--- src/inc/sync_consts.svh ---
`ifndef SYNC_CONSTS_SVH
`define SYNC_CONSTS_SVH

// ----------------------------------------------------------------
// Register offsets
// ----------------------------------------------------------------
`define REG_SYNC_SEL      8'h0e
`define REG_HOLD_SEL      8'h0f
`define REG_VS_THRESH     8'h11

// ----------------------------------------------------------------
// Field positions
// ----------------------------------------------------------------
`define BIT_HS_SRC        3
`define BIT_VS_SRC        0
`define BIT_HOLD_SRC      5

// ----------------------------------------------------------------
// Reset values
// ----------------------------------------------------------------
`define RST_SYNC_SEL      8'h00
`define RST_HOLD_SEL      8'h00
`define RST_VS_THRESH     8'h20

// ----------------------------------------------------------------
// Timing
// ----------------------------------------------------------------
`define SYS_CLK_HZ        40000000
`define SEP_CLK_HZ        5000000
`define SEP_DIV           (`SYS_CLK_HZ / `SEP_CLK_HZ)

`endif

--- src/inc/sync_pkg.sv ---
package sync_pkg;
  // Separator phases, one-hot
  typedef enum logic [1:0] {
    SEEK_VSYNC = 2'b01,
    WAIT_END   = 2'b10
  } sep_state_t;
endpackage

--- src/inc/sep_if.sv ---
`timescale 1ns/1ps
interface sep_if #(parameter int CW = 8);
  logic          tick;
  logic          csync;
  logic [CW-1:0] thresh;
  logic          vsync_sep;
  logic [CW-1:0] count;
  logic          present;

  modport ctl (output tick, output csync, output thresh,
               input vsync_sep, input count, input present);
  modport sep (input tick, input csync, input thresh,
               output vsync_sep, output count, output present);
endinterface

--- src/rtl/vsync_separator.sv ---
`timescale 1ns/1ps
`include "sync_consts.svh"
module vsync_separator
  import sync_pkg::*;
#(
  parameter int CW = 8
) (
  // Clock and reset
  input  wire logic sys_clk,
  input  wire logic reset_n,
  // Control side
  sep_if.sep        sif
);

  localparam logic [CW-1:0] CNT_MAX  = {CW{1'b1}};
  localparam logic [CW-1:0] CNT_ZERO = '0;

  sep_state_t    state_r;
  sep_state_t    state_nxt;
  logic [CW-1:0] cnt_r;
  logic [CW-1:0] cnt_nxt;

  // ----------------------------------------------------------------
  // Counter decode
  // ----------------------------------------------------------------
  wire logic          at_max  = (cnt_r == CNT_MAX);
  wire logic          at_zero = (cnt_r == CNT_ZERO);
  wire logic [CW-1:0] cnt_up  = at_max ? cnt_r : cnt_r + 1'b1;
  wire logic [CW-1:0] cnt_dn  = at_zero ? cnt_r : cnt_r - 1'b1;
  wire logic          over_th = (cnt_r > sif.thresh);
  wire logic          gap_th  = (cnt_r >= sif.thresh);

  // Next state; only 5 MHz ticks move anything
  always_comb begin
    state_nxt = state_r;
    cnt_nxt   = cnt_r;
    if (sif.tick) begin
      unique case (state_r)
        SEEK_VSYNC: begin
          if (over_th) begin
            state_nxt = WAIT_END;
            cnt_nxt   = CNT_ZERO;
          end else begin
            cnt_nxt = sif.csync ? cnt_up : cnt_dn;
          end
        end
        WAIT_END: begin
          if (gap_th) begin
            state_nxt = SEEK_VSYNC;
            cnt_nxt   = CNT_ZERO;
          end else begin
            // Serration pulse restarts the gap measurement
            cnt_nxt = sif.csync ? CNT_ZERO : cnt_up;
          end
        end
      endcase
    end
  end

  // State and counter
  always_ff @(posedge sys_clk or negedge reset_n) begin
    if (!reset_n) begin
      state_r <= SEEK_VSYNC;
      cnt_r   <= CNT_ZERO;
    end else begin
      state_r <= state_nxt;
      cnt_r   <= cnt_nxt;
    end
  end

  assign sif.vsync_sep = (state_r == WAIT_END);
  assign sif.present   = (state_r == WAIT_END);
  assign sif.count     = cnt_r;

  // ----------------------------------------------------------------
  // Checks
  // ----------------------------------------------------------------
  chk_cnt_no_wrap: assert property (
    @(posedge sys_clk) disable iff (!reset_n)
    $past(cnt_r) == CNT_MAX && $past(state_r) == SEEK_VSYNC
      && !$past(over_th) |-> cnt_r != CNT_ZERO)
    else $error("counter wrapped past maximum");

  chk_count_up: assert property (
    @(posedge sys_clk) disable iff (!reset_n)
    sif.tick && state_r == SEEK_VSYNC && sif.csync && !over_th
      && !at_max |=> cnt_r == $past(cnt_r) + 1'b1)
    else $error("counter did not rise during pulse");

  chk_count_down: assert property (
    @(posedge sys_clk) disable iff (!reset_n)
    sif.tick && state_r == SEEK_VSYNC && !sif.csync && !over_th
      |=> cnt_r == ($past(at_zero) ? CNT_ZERO : $past(cnt_r) - 1'b1))
    else $error("counter did not decay to floor");

  chk_no_tick_hold: assert property (
    @(posedge sys_clk) disable iff (!reset_n)
    !sif.tick |=> $stable(cnt_r) && $stable(state_r))
    else $error("counter moved without a tick");

  chk_detect_clear: assert property (
    @(posedge sys_clk) disable iff (!reset_n)
    sif.tick && state_r == SEEK_VSYNC && cnt_r > sif.thresh
      |=> sif.present && cnt_r == CNT_ZERO)
    else $error("vsync not declared above threshold");

  chk_release_rearm: assert property (
    @(posedge sys_clk) disable iff (!reset_n)
    sif.tick && state_r == WAIT_END && cnt_r >= sif.thresh
      |=> !sif.present && cnt_r == CNT_ZERO)
    else $error("vsync not released at threshold");

endmodule

--- src/rtl/composite_sync_separator.sv ---
`timescale 1ns/1ps
`include "sync_consts.svh"
module composite_sync_separator
  import sync_pkg::*;
#(
  parameter int CW = 8
) (
  // Clock and reset
  input  wire logic       sys_clk,
  input  wire logic       reset_n,
  // Sync pins and sources
  input  wire logic       hsync_in,
  input  wire logic       green_channel_sync,
  input  wire logic       vsync_in,
  input  wire logic       hold_in,
  input  wire logic       csync_active_low,
  // Register port from serial control
  input  wire logic       reg_wr_en,
  input  wire logic       reg_rd_en,
  input  wire logic [7:0] reg_addr,
  input  wire logic [7:0] reg_wdata,
  output logic      [7:0] reg_rdata,
  // Routed sync outputs
  output logic            hsync_out,
  output logic            hold_out,
  output logic            vsync_out,
  output logic            vsync_present
);

  localparam int DIV = `SEP_DIV;
  localparam int DW  = $clog2(DIV);
  localparam logic [DW-1:0] DIV_LAST = DW'(DIV - 1);

  // ----------------------------------------------------------------
  // Input synchronisers
  // ----------------------------------------------------------------
  localparam int NIN = 5;
  wire logic [NIN-1:0] pin_raw = {csync_active_low, hold_in, vsync_in,
                                  green_channel_sync, hsync_in};
  logic [NIN-1:0] pin_s1_r;
  logic [NIN-1:0] pin_s2_r;

  // Two flops per pin; first stage feeds only the second
  genvar gi;
  generate
    for (gi = 0; gi < NIN; gi++) begin : g_sync
      always_ff @(posedge sys_clk or negedge reset_n) begin
        if (!reset_n) begin
          pin_s1_r[gi] <= 1'b0;
          pin_s2_r[gi] <= 1'b0;
        end else begin
          pin_s1_r[gi] <= pin_raw[gi];
          pin_s2_r[gi] <= pin_s1_r[gi];
        end
      end
    end
  endgenerate

  wire logic hs_s  = pin_s2_r[0];
  wire logic grn_s = pin_s2_r[1];
  wire logic vs_s  = pin_s2_r[2];
  wire logic hld_s = pin_s2_r[3];
  wire logic inv_s = pin_s2_r[4];

  // ----------------------------------------------------------------
  // Register file
  // ----------------------------------------------------------------
  logic [7:0] sync_sel_r;
  logic [7:0] hold_sel_r;
  logic [7:0] thresh_r;

  // Address decode
  wire logic hit_sync = (reg_addr == `REG_SYNC_SEL);
  wire logic hit_hold = (reg_addr == `REG_HOLD_SEL);
  wire logic hit_th   = (reg_addr == `REG_VS_THRESH);

  // Only implemented select bits are kept; the rest read as zero
  localparam logic [7:0] SYNC_MASK =
    (8'h01 << `BIT_HS_SRC) | (8'h01 << `BIT_VS_SRC);
  localparam logic [7:0] HOLD_MASK = (8'h01 << `BIT_HOLD_SRC);

  // Register writes
  always_ff @(posedge sys_clk or negedge reset_n) begin
    if (!reset_n) begin
      sync_sel_r <= `RST_SYNC_SEL;
      hold_sel_r <= `RST_HOLD_SEL;
      thresh_r   <= `RST_VS_THRESH;
    end else if (reg_wr_en) begin
      if (hit_sync) sync_sel_r <= reg_wdata & SYNC_MASK;
      if (hit_hold) hold_sel_r <= reg_wdata & HOLD_MASK;
      if (hit_th)   thresh_r   <= reg_wdata;
    end
  end

  // Read select; unmapped addresses answer zero
  wire logic [7:0] rd_mux = hit_sync ? sync_sel_r :
                            hit_hold ? hold_sel_r :
                            hit_th   ? thresh_r   : 8'h00;

  // Registered read data
  always_ff @(posedge sys_clk or negedge reset_n) begin
    if (!reset_n) begin
      reg_rdata <= 8'h00;
    end else if (reg_rd_en) begin
      reg_rdata <= rd_mux;
    end
  end

  // ----------------------------------------------------------------
  // 5 MHz tick divider
  // ----------------------------------------------------------------
  logic [DW-1:0] div_r;
  wire logic     div_end = (div_r == DIV_LAST);

  always_ff @(posedge sys_clk or negedge reset_n) begin
    if (!reset_n) begin
      div_r <= '0;
    end else begin
      div_r <= div_end ? '0 : div_r + 1'b1;
    end
  end

  // ----------------------------------------------------------------
  // Source selection
  // ----------------------------------------------------------------
  wire logic sel_grn  = sync_sel_r[`BIT_HS_SRC];
  wire logic sel_sep  = sync_sel_r[`BIT_VS_SRC];
  wire logic sel_vsh  = hold_sel_r[`BIT_HOLD_SRC];

  wire logic hs_mux   = sel_grn ? grn_s : hs_s;
  wire logic hold_mux = sel_vsh ? vs_s : hld_s;
  wire logic csync_n  = hs_mux ^ inv_s;

  sep_if #(.CW(CW)) sif ();

  assign sif.tick   = div_end;
  assign sif.csync  = csync_n;
  assign sif.thresh = thresh_r;

  vsync_separator #(
    .CW (CW)
  ) u_sep (
    .sys_clk (sys_clk),
    .reset_n (reset_n),
    .sif     (sif)
  );

  wire logic vs_mux = sel_sep ? sif.vsync_sep : vs_s;

  // ----------------------------------------------------------------
  // Output registers
  // ----------------------------------------------------------------
  // One flop after every mux keeps outputs glitch free on reselect
  always_ff @(posedge sys_clk or negedge reset_n) begin
    if (!reset_n) begin
      hsync_out     <= 1'b0;
      hold_out      <= 1'b0;
      vsync_out     <= 1'b0;
      vsync_present <= 1'b0;
    end else begin
      hsync_out     <= hs_mux;
      hold_out      <= hold_mux;
      vsync_out     <= vs_mux;
      vsync_present <= sif.present;
    end
  end

  // ----------------------------------------------------------------
  // Checks
  // ----------------------------------------------------------------
  chk_hsync_route: assert property (
    @(posedge sys_clk) disable iff (!reset_n)
    ##1 hsync_out == ($past(sel_grn) ? $past(grn_s) : $past(hs_s)))
    else $error("horizontal sync routed from wrong source");

  chk_hold_route: assert property (
    @(posedge sys_clk) disable iff (!reset_n)
    ##1 hold_out == ($past(sel_vsh) ? $past(vs_s) : $past(hld_s)))
    else $error("hold path routed from wrong source");

  chk_vsync_route: assert property (
    @(posedge sys_clk) disable iff (!reset_n)
    ##1 vsync_out == ($past(sel_sep) ? $past(sif.vsync_sep)
                                     : $past(vs_s)))
    else $error("vertical sync routed from wrong source");

  chk_tick_period: assert property (
    @(posedge sys_clk) disable iff (!reset_n)
    sif.tick |=> !sif.tick [*7] ##1 sif.tick)
    else $error("separator tick not every eight clocks");

  chk_polarity_norm: assert property (
    @(posedge sys_clk) disable iff (!reset_n)
    ##1 $past(sif.csync) == (hsync_out ^ $past(inv_s)))
    else $error("composite sync not normalised");

  chk_thresh_write: assert property (
    @(posedge sys_clk) disable iff (!reset_n)
    reg_wr_en && hit_th |=> thresh_r == $past(reg_wdata))
    else $error("threshold register did not take write");

  chk_present_out: assert property (
    @(posedge sys_clk) disable iff (!reset_n)
    ##1 vsync_present == $past(sif.present))
    else $error("presence output does not follow separator");

  chk_sel_masked: assert property (
    @(posedge sys_clk) disable iff (!reset_n)
    (sync_sel_r & ~SYNC_MASK) == 8'h00
      && (hold_sel_r & ~HOLD_MASK) == 8'h00)
    else $error("unimplemented select bits were kept");

endmodule

--- config.mk ---
export PLATFORM = sky130hd
export DESIGN_NAME = composite_sync_separator
export DESIGN_NICKNAME = d
export VERILOG_FILES = /design/src/inc/sync_pkg.sv /design/src/inc/sep_if.sv /design/src/rtl/vsync_separator.sv /design/src/rtl/composite_sync_separator.sv
export VERILOG_INCLUDE_DIRS = /design/src /design/src/inc
export SDC_FILE = /design/constraint.sdc
export NUM_CORES = 1
export LEC_CHECK = 0
export BUFFER_PORTS_ARGS = -buffer_cell sky130_fd_sc_hd__buf_4
export CORE_MARGIN = 2
export CORE_UTILIZATION = 59
export CTS_BUF_LIST = sky130_fd_sc_hd__clkbuf_8
export DETAILED_ROUTE_END_ITERATION = 7
export PLACE_DENSITY = 0.9
export SLEW_MARGIN = 20
export SYNTH_ARGS = -nofsm -noshare
export SYNTH_HDL_FRONTEND = slang
export SYNTH_SLANG_ARGS = --single-unit
export TNS_END_PERCENT = 10
--- constraint.sdc ---
create_clock -name sys_clk -period 2.7 [get_ports sys_clk]
set_input_delay 0.135 -clock sys_clk [delete_from_list [all_inputs] [get_ports sys_clk]]
set_output_delay 0.135 -clock sys_clk [all_outputs]
set_load 0.005 [all_outputs]
After elaboration in Yosys (flattened, before gate mapping)
Index checks and enable logic that the tools add are counted.
{"block": "totals", "ff_bits": 46, "inputBits": 25, "output_inout_bits": 12}
{"block": "classes", "addsub": 3, "eq_ne": 10, "magnitude_cmp": 2, "mux": 17, "bitwise": 1, "reduce_logical": 6}
{"op": "$mux W8", "count": 9}
{"op": "$eq A8 B4 Y1 const B", "count": 2}
{"op": "$pmux W8 S2", "count": 1}
{"op": "$add A8 B1 Y8 const B", "count": 1}
{"op": "$eq A8 B5 Y1 const B", "count": 1}
{"op": "$eq A8 B8 Y1 const B", "count": 1}
{"op": "$ge A8 B8 Y1", "count": 1}
{"op": "$gt A8 B8 Y1", "count": 1}
{"op": "$logic_not A8 Y1", "count": 1}
{"op": "$reduce_and A2 Y1", "count": 4}
{"op": "$sub A8 B1 Y8 const B", "count": 1}
{"op": "$mux W2", "count": 2}
{"op": "$ne A2 B1 Y1 const B", "count": 2}
{"op": "$ne A4 B3 Y1 const B", "count": 1}
{"op": "$pmux W2 S2", "count": 1}
{"op": "$add A3 B1 Y3 const B", "count": 1}
{"op": "$eq A3 B3 Y1 const B", "count": 1}
{"op": "$mux W1", "count": 3}
{"op": "$mux W3", "count": 1}
{"op": "$reduce_and A3 Y1", "count": 1}
{"op": "$eq A2 B1 Y1 const B", "count": 1}
{"op": "$eq A2 B2 Y1 const B", "count": 1}
{"op": "$xor A1 B1 Y1", "count": 1}

Longest topological paths before layout
Gate-level depths: netlist of run 1.
{"block": "depth", "ltp_word": 5, "ltp_mapped": 10}

Modules after synthesis
A second synthesis of run 1 with hierarchy kept.
{"block": "unflattened", "hier_cells": 239, "hier_area_um2": 2600.0}
{"module": "composite_sync_separator", "area_each_um2": 1337.5, "cells_per_inst": 82, "instances": 1}
{"module": "vsync_separator", "area_each_um2": 1262.5, "cells_per_inst": 157, "instances": 1}

Worst setup path before layout of run 1
OpenSTA, ideal clock, no wires.
{"block": "synth_path", "path_kind": "register -> register", "startpoint": "register thresh_r[5], in the netlist sif.thresh[5]", "endpoint": "register u_sep.cnt_r[1], in the netlist u_sep.sif.count[1]", "synth_period_minus_slack_ns": 2.365, "n_path_buf": 1, "required_ns": 2.579, "setup_slack_ns": 0.335, "stages_incl_launch_ff": 10, "arrival_ns": 2.244, "path_cell_list": "dfstp_2 inv_1 ha_1 a21oi_1 o21ai_0 nor2b_1 or2_2 o31a_1 buf_6 a22o_1"}
{"block": "synth_via", "elab_chain_len": 3, "word_cells_on_any_way": 7}
{"item": "start, declared", "line": "composite_sync_separator.sv:70", "text": "logic [7:0] thresh_r;"}
{"item": "start signal, assigned", "line": "composite_sync_separator.sv:87", "text": "thresh_r <= `RST_VS_THRESH;"}
{"item": "start signal, assigned", "line": "composite_sync_separator.sv:91", "text": "if (hit_th) thresh_r <= reg_wdata;"}
{"item": "$gt A8 B8 Y1 / $ge A8 B8 Y1 (equally long branches)", "line": "vsync_separator.sv:30, vsync_separator.sv:31"}
{"item": "$ne A4 B3 Y1 (no line), or another cell as far along"}
{"item": "$reduce_and A2 Y1 (no line) / $pmux W8 S2 (equally long branches)"}
{"item": "end signal, assigned", "line": "vsync_separator.sv:67", "text": "cnt_r <= cnt_nxt;"}
{"item": "end, declared", "line": "vsync_separator.sv:20", "text": "logic [CW-1:0] cnt_r;"}
Several ways; a longest one is shown, not always the timed one.
A chain may end at the register's enable or synchronous reset.

Worst setup path in the final report of run 1
{"block": "layout_path", "startpoint": "register thresh_r[5], in the netlist sif.thresh[5]", "endpoint": "register u_sep.cnt_r[4], in the netlist u_sep.sif.count[4]"}
Same word-level chain as after synthesis.

==> run metrics, run 1 <==
# DRC=0; Synth Register Bits=46; dpl cells=338; GRT overflow=0; Die Ht=68.49 um; Synth Warn #=0; Setup WS post-layout=180.9 ps; vias in the first global route=2079; vias=2050; final hold vios=0; dpl hpwl=4063 um; share of the synthesized area in the top cell type=44.88%; setup bufs post-CTS=0; FP Rows=23; CTS H-tree lvls=2; number of synthesized flops with an enable pin=0; vias per cell=5.824; Async SR Flop Fraction=100.0%; die width=68.49 um; Cells on Worst Hold Path=2; slowest stage delay, CP=550 ps; Hold WC Path Type=input port to register; slack of the worst reg-to-reg path=180 ps; crit-path leading delay family=compound AO/OA/AOI/OAI gates; pin count of the biggest net entering global routing=47; status=complete, no violations; Synth area leaders=dfrtp_1 45%, ha_1 6.6%, mux2_2 6.0%; Clk Latency, worst-skew pair=300 ps; DRT Pass-1 Iters=4; VDD IR max=0.0004380 V; hold path endpoint=sif.thresh[4]$_DFFE_PN0P_; initial DRC count=190; WP buf/inv=1; Worst EP arrival=2710 ps; Core Box Area=0.004000 mm2; first-pass GRT wire length=9308 um; Avg Inst Size Synth=9.854 um2; synthesized net count=287; number of distinct library cells after synthesis=48; IO Pins=37; Setup crit end kind=register; synthesized area=0.002454 mm2; CP max FO=17; Starting Density=61.34%; RR Endpoint=u_sep.sif.count[4]$_DFFE_PN0P_; clk sinks=46; Synth area leader=dfrtp_1; crit path cell chain=inv_1 > ha_1 > a21oi_1 > o21ai_0 > nor2b_1 > or2_2 > o31a_4 > a21boi_0 > o21a_1; clock root buffer=clkbuf_8; layout cells sized above 1=26.16%; r2r startpoint=sif.thresh[5]$_DFFE_PN1P_; Lkg Pwr=1.392 nW; critical path type=register to register; Total GRT Usage=27.15%; Clock transition at path regs=90 ps; most frequent cells in the layout=50 x buf_4, 44 x dfrtp_1, 22 x nand2_1; Design Area, Final=0.003009 mm2; Rel. slew slack=59.29%; RSZ-0062 raised after global routing=no; MaxCap Viol Count=0; crit path max-delay cell type=dfstp_2; Antenna Nets Post-Route=0; CTS tree=built; fin crit share=93.30%; number of I/O port buffers=36; Max Clock Freq=397.0 MHz; die area=0.004690 mm2; Total Neg Setup Slack=0 ps; placed cell area=0.002843 mm2; Layout area overhead=22.64%; RD Place Congestion=0.9068; clk buf depth=2; ant diodes=0; CTS buffer count=5; Critical Path RT=2900 ps; post-place setup slack=62.05 ps; most common library cell in the layout ignoring fill and taps=buf_4; initial antenna violation count=0; final WL=5588 um; final number of setup-violating endpoints=0; Cells after Synth=249; Tmin final=2519 ps; Top FF cell, synth=dfrtp_1; Worst Tran Pin Value=606.0 ps; # nets final=339; crit path launch type=register; WL per Instance=15.88 um; Max Slew Vio Count=0; PwrDens=734.2 mW/mm2; Post-Layout Cell Count=352; register area share after synthesis=47.02%; worst min-delay path startpoint=reg_wdata[4]; Clock Skew=8.078 ps; FF-to-FF path depth=9
## sequential cells by signal, indices dropped and copies added, names as in the netlist
register	flops
inv_s	1
hold_out	1
pin_s1_r	5
hs_s	1
u_sep.state_r	2
sif.thresh	8
u_sep.sif.count	8
reg_rdata	8
hold_sel_r	1
grn_s	1
vsync_present	1
sync_sel_r	2
vsync_out	1
div_r	3
hld_s	1
hsync_out	1
vs_s	1
## worst max-delay path by stage
stage / startpoint / to / cells after the start
2_1_floorplan: sif.thresh[5]$_DFFE_PN1P_ / u_sep.sif.count[1]$_DFFE_PN0P_ / 9
3_3_place_gp: sif.thresh[5]$_DFFE_PN1P_ / u_sep.sif.count[4]$_DFFE_PN0P_ / 9
3_5_place_dp: sif.thresh[5]$_DFFE_PN1P_ / u_sep.sif.count[1]$_DFFE_PN0P_ / 9
4_1_cts: sif.thresh[5]$_DFFE_PN1P_ / u_sep.sif.count[1]$_DFFE_PN0P_ / 9
5_1_grt: sif.thresh[5]$_DFFE_PN1P_ / u_sep.sif.count[4]$_DFFE_PN0P_ / 9
6_report: sif.thresh[5]$_DFFE_PN1P_ / u_sep.sif.count[4]$_DFFE_PN0P_ / 9
## report_power, final
group	switching, W	internal (W)
sequential	0.0000570	0.000769
clock	0.000254	0.000194
combinational	0.000535	0.000401
## per-layer routing
metal,up-vias,global-route usage (%),part of all wire (%)
met2,64,47.00,51
met4,0,11.75,2.8
met3,18,3.783,4.7
met5,-,0,0
li1,1000,-,-
met1,968,33.62,42
## through the flow
step	util, %	hold WS (ps)	total power (W)
after floorplan	-	-160.6	0.001414
after global placement	71.07	160.5	0.001696
after detailed placement	71.07	163.5	0.001736
after CTS	75.01	49.85	0.002197
after global routing	75.23	54.90	0.002357
final	75.23	53.60	0.002209
## repair_timing
item                                    CTS  global route
endpoints found under the setup margin    0             8
hold endpoints to repair                 49             0
gates resized for setup                   0             2
hold buffers                              6             0
## cell type report
cell class              count  area (um2)
repair buffers             56       435.4
well taps                  50       62.56
fillers                   275       991.0
multi-input cells         175        1196
clock buffers               5       68.82
flip-flops and latches     46        1154
clock inverters             3       28.78
inverters                  17       63.81
## worst reg2reg max path, delay by kind of cell, from the launching register on
| family | cells | cell delay, ps |
|---|---|---|
| fa+ha+maj | 1 | 300 |
| simple gates | 2 | 530 |
| compound gates | 5 | 990 |
| buf+inv | 1 | 40 |
| flops | 1 | 550 |
## kinds of logic (layout without fill, tap and decap cells)
| logic type | Yosys count | after routing | synth area share (%) |
|---|---|---|---|
| buffers and inverters | 28 | 81 | 4.589 |
| adder cells (fa/ha/maj) | 13 | 13 | 6.629 |
| flip-flops | 46 | 46 | 47.02 |
| multiplexers | 17 | 17 | 7.751 |
| AND/OR/NAND/NOR | 90 | 90 | 18.66 |
| AO/OA/AOI/OAI | 51 | 51 | 13.92 |
| XOR/XNOR | 4 | 4 | 1.428 |
## synthesized netlist by cell type, types with 6 or more instances
cell type   n
dfrtp_1    44
nand2_1    22
nand3_1    18
inv_1      17
nor2_1     15
ha_1       13
mux2_2     13
o21ai_0    12
a21oi_1    11
clkbuf_1    9
and3_1      7
nor3_1      7
nand4_1     6
(Power assumes the default switching activity.)
==> inputs of run 2 (changes only) <==
--- a/config.mk
+++ b/config.mk
@@ -7,8 +7,10 @@
 export NUM_CORES = 1
 export LEC_CHECK = 0
 export BUFFER_PORTS_ARGS = -buffer_cell sky130_fd_sc_hd__buf_4
+export CELL_PAD_IN_SITES_DETAIL_PLACEMENT = 1
+export CELL_PAD_IN_SITES_GLOBAL_PLACEMENT = 2
 export CORE_MARGIN = 2
-export CORE_UTILIZATION = 59
+export CORE_UTILIZATION = 37
 export CTS_BUF_LIST = sky130_fd_sc_hd__clkbuf_8
 export DETAILED_ROUTE_END_ITERATION = 7
 export PLACE_DENSITY = 0.9
==> run 2 against run 1 <==
Compared with the run above: worst hold slack lost 2.8 ps; core utilization shrank 27 points; power grew 4.6%; maximum frequency shrank 0.74%; clock skew grew 6.8 ps; flip-flop and latch count is the same; non-clock buffer count grew 2; first-iteration DRC count shrank 58%; largest cell class unchanged; largest power group unchanged.
==> run metrics, run 2 (synthesized netlist as in run 1, its figures left out) <==
Core Box Area=0.006386 mm2 (was 0.004000 mm2); Rel. slew slack=59.76% (was 59.29%); vias=2054 (was 2050); Setup WS post-layout=162.2 ps (was 180.9 ps); FP Rows=29 (was 23); initial antenna violation count=0 (unchanged); crit path launch type=register (unchanged); most common library cell in the layout ignoring fill and taps=buf_4 (unchanged); final WL=6289 um (was 5588 um); hold path endpoint=sif.thresh[6]$_DFFE_PN0P_ (was sif.thresh[4]$_DFFE_PN0P_); critical path type=register to register (unchanged); DRT Pass-1 Iters=4 (unchanged); vias in the first global route=2102 (was 2079); number of I/O port buffers=36 (unchanged); worst min-delay path startpoint=reg_wdata[6] (was reg_wdata[4]); Tmin final=2538 ps (was 2519 ps); VDD IR max=0.0004652 V (was 0.0004380 V); pin count of the biggest net entering global routing=47 (unchanged); Total GRT Usage=18.08% (was 27.15%); first-pass GRT wire length=10450 um (was 9308 um); Layout area overhead=24.89% (was 22.64%); Max Clock Freq=394.0 MHz (was 397.0 MHz); CTS buffer count=5 (unchanged); Clk Latency, worst-skew pair=320 ps (was 300 ps); r2r startpoint=sif.thresh[5]$_DFFE_PN1P_ (unchanged); # nets final=341 (was 339); CP max FO=17 (unchanged); FF-to-FF path depth=9 (unchanged); clk sinks=46 (unchanged); Antenna Nets Post-Route=0 (unchanged); die width=85.44 um (was 68.49 um); Max Slew Vio Count=0 (unchanged); GRT overflow=0 (unchanged); RSZ-0062 raised after global routing=no (unchanged); # DRC=0 (unchanged); final hold vios=0 (unchanged); Starting Density=38.42% (was 61.34%); CTS tree=built (unchanged); dpl hpwl=4692 um (was 4063 um); ant diodes=0 (unchanged); layout cells sized above 1=26.64% (was 26.16%); most frequent cells in the layout=52 x buf_4, 44 x dfrtp_1, 22 x nand2_1 (was 50 x buf_4, 44 x dfrtp_1, 22 x nand2_1); Worst EP arrival=2760 ps (was 2710 ps); Worst Tran Pin Value=603.6 ps (was 606.0 ps); Lkg Pwr=1.404 nW (was 1.392 nW); final number of setup-violating endpoints=0 (unchanged); fin util=47.98% (was 75.23%); Die Ht=85.44 um (was 68.49 um); post-place setup slack=-1.162 ps (was 62.05 ps); RR Endpoint=u_sep.sif.count[4]$_DFFE_PN0P_ (unchanged); RD Place Congestion=0.8071 (was 0.9068); Setup crit end kind=register (unchanged); Clock Skew=14.84 ps (was 8.078 ps); status=complete, no violations (unchanged); WL per Instance=16.51 um (was 15.88 um); die area=0.007299 mm2 (was 0.004690 mm2); Hold WC Path Type=input port to register (unchanged); clock root buffer=clkbuf_8 (unchanged); Hold WS=50.76 ps (was 53.60 ps); CTS H-tree lvls=2 (unchanged); Cells on Worst Hold Path=2 (unchanged); placed cell area=0.002892 mm2 (was 0.002843 mm2); vias per cell=5.391 (was 5.824); MaxCap Viol Count=0 (unchanged); PwrDens=754.3 mW/mm2 (was 734.2 mW/mm2); IO Pins=37 (unchanged); Design Area, Final=0.003064 mm2 (was 0.003009 mm2); Clock transition at path regs=110 ps (was 90 ps); slack of the worst reg-to-reg path=160 ps (was 180 ps); fin crit share=93.99% (was 93.30%); initial DRC count=79 (was 190); clk buf depth=2 (unchanged); Critical Path RT=2920 ps (was 2900 ps)
[run 2: per-layer routing]
| layer | share of wire [%] | vias up | track usage [%] |
|---|---|---|---|
| met5 | 0 | - | 0 |
| met4 | 1.0 | 0 | 4.329 |
| met3 | 3.2 | 7 | 3.405 |
| met2 | 49 | 38 | 30.18 |
| met1 | 46 | 1011 | 24.34 |
| li1 | - | 998 | - |
[run 2: layout make-up]
class                           count  area, um2
Tap cell                           77      96.34
Timing Repair Buffer               58      450.4
Fill cell                         730       3322
Sequential cell                    46       1154
Inverter                           17      63.81
Clock inverter                      3      28.78
Clock buffer                        5      68.82
Multi-Input combinational cell    175       1202
[run 2: worst max path at each step]
| stage | to | start | slack, ps |
|---|---|---|---|
| 2_1_floorplan | u_sep.sif.count[1]$_DFFE_PN0P_ | sif.thresh[5]$_DFFE_PN1P_ | 330 |
| 3_3_place_gp | u_sep.sif.count[4]$_DFFE_PN0P_ | sif.thresh[5]$_DFFE_PN1P_ | 100 |
| 6_report | u_sep.sif.count[4]$_DFFE_PN0P_ | sif.thresh[5]$_DFFE_PN1P_ | 160 |
| 4_1_cts | u_sep.sif.count[4]$_DFFE_PN0P_ | sif.thresh[5]$_DFFE_PN1P_ | 70 |
| 5_1_grt | u_sep.sif.count[4]$_DFFE_PN0P_ | sif.thresh[5]$_DFFE_PN1P_ | 10 |
| 3_5_place_dp | u_sep.sif.count[1]$_DFFE_PN0P_ | sif.thresh[5]$_DFFE_PN1P_ | -1 |
[run 2: power by group]
part | leakage, nW | total, W | switching [W] | internal (W)
clock | 0.0506 | 0.000467 | 0.000273 | 0.000194
sequential | 0.586 | 0.000824 | 0.0000553 | 0.000769
combinational | 0.767 | 0.00102 | 0.000587 | 0.000433
[run 2: repair_timing]
item | 4_1_cts | 5_1_grt
endpoints found under the hold margin | 49 | 0
hold buffers | 6 | 0
buffers inserted | 0 | 0
endpoints found under the setup margin | 2 | 3
gates resized for setup | 1 | 2
pin swaps | 0 | 1
cloned | 0 | 0
[run 2: through the flow]
stage	TNS, ps	total power, W	instances
floorplan	0	0.001414	249
global placement	0	0.001788	367
detailed placement	-1.162	0.001812	367
CTS	0	0.002294	381
global route	0	0.002465	381
finish	0	0.002311	381
[run 2: critical path, stage by stage (launching register included)]
cell      delay [ps]
dfstp_2          550
inv_1             40
ha_1             300
a21oi_1          140
o21ai_0          140
nor2b_1          200
or2_2            340
o31a_4           380
a21boi_0         150
o21a_1           190
==> inputs of run 3 (changes only) <==
--- a/config.mk
+++ b/config.mk
@@ -9,13 +9,15 @@
 export BUFFER_PORTS_ARGS = -buffer_cell sky130_fd_sc_hd__buf_4
 export CELL_PAD_IN_SITES_DETAIL_PLACEMENT = 1
 export CELL_PAD_IN_SITES_GLOBAL_PLACEMENT = 2
+export CORE_ASPECT_RATIO = 1.5
 export CORE_MARGIN = 2
-export CORE_UTILIZATION = 37
+export CORE_UTILIZATION = 39
 export CTS_BUF_LIST = sky130_fd_sc_hd__clkbuf_8
 export DETAILED_ROUTE_END_ITERATION = 7
-export PLACE_DENSITY = 0.9
+export PLACE_DENSITY = 0.91
 export SLEW_MARGIN = 20
 export SYNTH_ARGS = -nofsm -noshare
 export SYNTH_HDL_FRONTEND = slang
+export SYNTH_HIERARCHICAL = 1
 export SYNTH_SLANG_ARGS = --single-unit
 export TNS_END_PERCENT = 10
==> constraint.sdc (replaced) <==
create_clock -name sys_clk -period 2.62 [get_ports sys_clk]
set_input_delay 0.131 -clock sys_clk [delete_from_list [all_inputs] [get_ports sys_clk]]
set_output_delay 0.131 -clock sys_clk [all_outputs]
set_load 0.005 [all_outputs]
==> run 3 against run 2 <==
Compared with the run above: via count is 1.8% higher; final cell count is 3.9% lower; worst hold slack worse by 3.0 ps; critical path depth is 1 lower; setup slack worse by 6.8 ps; core utilization is 0.71 points higher; first-iteration DRC count is 29% lower; sequential share of layout area is 1.1 points lower; synthesized cell count is 4.0% lower.
==> run metrics, run 3 <==
status=complete, no violations (unchanged); top-count cell post-synth=dfrtp_1 (unchanged); FF+latch area=0.001154 mm2 (unchanged); final WL=6456 um (was 6289 um); crit path max-delay cell type=dfstp_2 (unchanged); Avg Inst Size Synth=10.88 um2 (was 9.854 um2); final number of setup-violating endpoints=0 (unchanged); vias in the first global route=2251 (was 2102); die area=0.007349 mm2 (was 0.007299 mm2); Antenna Nets Post-Route=0 (unchanged); number of distinct library cells after synthesis=67 (was 48); CTS H-tree lvls=2 (unchanged); die width=70.67 um (was 85.44 um); top cells by count, synth=44 x dfrtp_1, 15 x mux2_2, 14 x inv_1, 14 x nand2_1, 13 x ha_1 (was 44 x dfrtp_1, 22 x nand2_1, 18 x nand3_1); Pint=0.001535 W (was 0.001396 W); Die Ht=104 um (was 85.44 um); FP Rows=36 (was 29); crit path cell chain=inv_1 > ha_1 > a21oi_1 > o21ai_1 > or3_1 > or2_2 > o32a_1 > o22ai_1 (was inv_1 > ha_1 > a21oi_1 > o21ai_0 > nor2b_1 > or2_2 > o31a_4 > a21boi_0 > o21a_1); slowest stage delay, CP=550 ps (about the same); Critical Path RT=2840 ps (was 2920 ps); crit path launch type=register (unchanged); register area share after synthesis=44.37% (was 47.02%); Max Slew Vio Count=0 (unchanged); dpl hpwl=5011 um (was 4692 um); first-pass GRT wire length=10850 um (was 10450 um); setup bufs post-CTS=0 (unchanged); WL per Instance=17.64 um (was 16.51 um); Synth area leader=dfrtp_1 (unchanged); Total GRT Usage=18.60% (was 18.08%); Synth Register Bits=46 (unchanged); Logic pwr share=48.7% (was 44.1%); CP max FO=4 (was 17); placed cell area=0.003000 mm2 (was 0.002892 mm2); initial DRC count=56 (was 79); clk sinks=46 (unchanged); Total Neg Setup Slack=0 ps (unchanged); layout cells sized above 1=31.38% (was 26.64%); Worst EP arrival=2690 ps (was 2760 ps); Fill cells=734 (was 730); clock root buffer=clkbuf_8 (unchanged); clk buf depth=2 (unchanged); Starting Density=40.08% (was 38.42%); switching power total=0.001104 W (was 0.0009153 W); Async SR Flop Fraction=100.0% (unchanged); critical path type=register to register (unchanged); # nets final=327 (was 341); Core Box Area=0.006486 mm2 (was 0.006386 mm2); number of I/O port buffers=36 (unchanged); VDD IR max=0.0004386 V (was 0.0004652 V); CTS buffer count=5 (unchanged); Lkg Pwr=1.432 nW (was 1.404 nW); MaxCap Viol Count=0 (unchanged); synthesized area=0.002600 mm2 (was 0.002454 mm2); vias per cell=5.710 (was 5.391); Tmin final=2465 ps (was 2538 ps); CTS resizes=0 (was 1); # DRC=0 (unchanged); sw frac=41.83% (was 39.60%); IO Pins=37 (unchanged); most common library cell in the layout ignoring fill and taps=buf_4 (unchanged); Layout area overhead=21.46% (was 24.89%); PwrDens=835.5 mW/mm2 (was 754.3 mW/mm2); Rel. slew slack=61.05% (was 59.76%); Clock Power Share=18.4% (was 20.2%); GRT overflow=0 (unchanged); Synth Warn #=6 (was 0); Top FF cell, synth=dfrtp_1 (unchanged); Setup crit end kind=register (unchanged); number of synthesized flops with an enable pin=0 (unchanged); Synth area leaders=dfrtp_1 42%, mux2_2 6.5%, ha_1 6.3% (was dfrtp_1 45%, ha_1 6.6%, mux2_2 6.0%); RSZ-0062 raised after global routing=no (unchanged); Cells after Synth=239 (was 249); DRT Pass-1 Iters=4 (unchanged); Worst Tran Pin Value=584.3 ps (was 603.6 ps); CTS tree=built (unchanged); Max Clock Freq=405.7 MHz (was 394.0 MHz); Design Area, Final=0.003158 mm2 (was 0.003064 mm2); fin crit share=94.07% (was 93.99%); post-cts hold buffer count=6 (unchanged); Clock Skew=10.12 ps (was 14.84 ps); final hold vios=0 (unchanged); ant diodes=0 (unchanged); Hold WC Path Type=input port to register (unchanged); Multi-input gate area=0.001334 mm2 (was 0.001202 mm2); share of the synthesized area in the top cell type=42.35% (was 44.88%); Clock transition at path regs=110 ps (about the same); initial antenna violation count=0 (unchanged); RD Place Congestion=0.8538 (was 0.8071); most frequent cells in the layout=46 x buf_4, 44 x dfrtp_1, 15 x mux2_2 (was 52 x buf_4, 44 x dfrtp_1, 22 x nand2_1); pin count of the biggest net entering global routing=47 (unchanged); vias=2090 (was 2054); Clk Latency, worst-skew pair=310 ps (was 320 ps); share of power burned in registers=32.8% (was 35.6%); synthesized net count=277 (was 287)
run 3: changes by cell type after synthesis, sizes merged, moves of 3 or more:
cell,previous run,this run
nor4b,0,3
a221o,0,3
or3,1,4
a22o,1,8
nor2,15,12
buf,2,6
nand3,18,7
inv,17,14
o21ai,12,5
nor4,2,5
and3,7,3
clkbuf,9,4
nand2,22,14
run 3: layer usage:
metal	part of all wire [%]	global-route usage, %	vias to the layer above
met1	40	21.08	1049
met3	2.6	3.004	12
li1	-	-	994
met5	0	0	-
met4	2.2	7.278	0
met2	56	34.10	35
run 3: kinds of logic after synthesis:
logic type	after synthesis	synth area share (%)
AOI/OAI and AO/OA	53	15.16
and+or+nand+nor	82	21.22
xor gates and xnor gates	3	1.011
buffers and inverters	24	4.331
muxes	18	7.652
adders and majority gates	13	6.256
DFF	46	44.37
run 3: final timing paths:
| check | startpoint | endpoint | slack, ps | depth (start not counted) |
|---|---|---|---|---|
| min in group asynchronous | reset_n | u_sep/sif.count[0]$_DFFE_PN0P_ | 360 | 2 |
| max in group asynchronous | reset_n | sif.thresh[6]$_DFFE_PN0P_ | 1860 | 2 |
| worst min-delay path | reg_wdata[7] | sif.thresh[7]$_DFFE_PN0P_ | 50 | 2 |
| worst max register to register | sif.thresh[5]$_DFFE_PN1P_ | u_sep/sif.count[4]$_DFFE_PN0P_ | 160 | 8 |
| worst max-delay path | sif.thresh[5]$_DFFE_PN1P_ | u_sep/sif.count[4]$_DFFE_PN0P_ | 160 | 8 |
| worst min register to register | pin_s1_r[0]$_DFF_PN0_ | hs_s$_DFF_PN0_ | 360 | 0 |
run 3: metrics by stage:
step	hold WS [ps]	worst slack [ps]	total power, W	std cells	utilization, %
floorplan	-164.6	401.5	0.001753	239	-
global placement	171.7	186.7	0.002128	352	46.26
detailed placement	174.0	172.1	0.002155	352	46.26
CTS	37.99	157.6	0.002654	366	48.69
global route	48.19	31.46	0.002812	366	48.69
finish	47.72	155.4	0.002639	366	48.69
run 3: critical path: cells and delay by family, from the launching register on:
| kind | cells | cell delay (ps) |
|---|---|---|
| buffers and inverters | 1 | 50 |
| flip-flops | 1 | 550 |
| AO/OA/AOI/OAI | 4 | 780 |
| adder cells (fa/ha/maj) | 1 | 310 |
| AND/OR/NAND/NOR | 2 | 680 |
run 3: final cells by class:
type / count / area share (%)
multi-input combinational: 169 / 42.23
clock inverter: 3 / 0.9113
timing repair buffer: 53 / 13.47
tap: 76 / 3.011
clock buffer: 5 / 2.179
sequential: 46 / 36.53
inverter: 14 / 1.664
run 3: power by group through the flow:
stage                     registers, W  clock network, W  logic, W
final                         0.000866          0.000486   0.00129
after global routing          0.000878          0.000525   0.00141
after CTS                     0.000868          0.000500   0.00129
after detailed placement      0.000883                 0   0.00127
after global placement        0.000879                 0   0.00125
after floorplan               0.000875                 0  0.000878
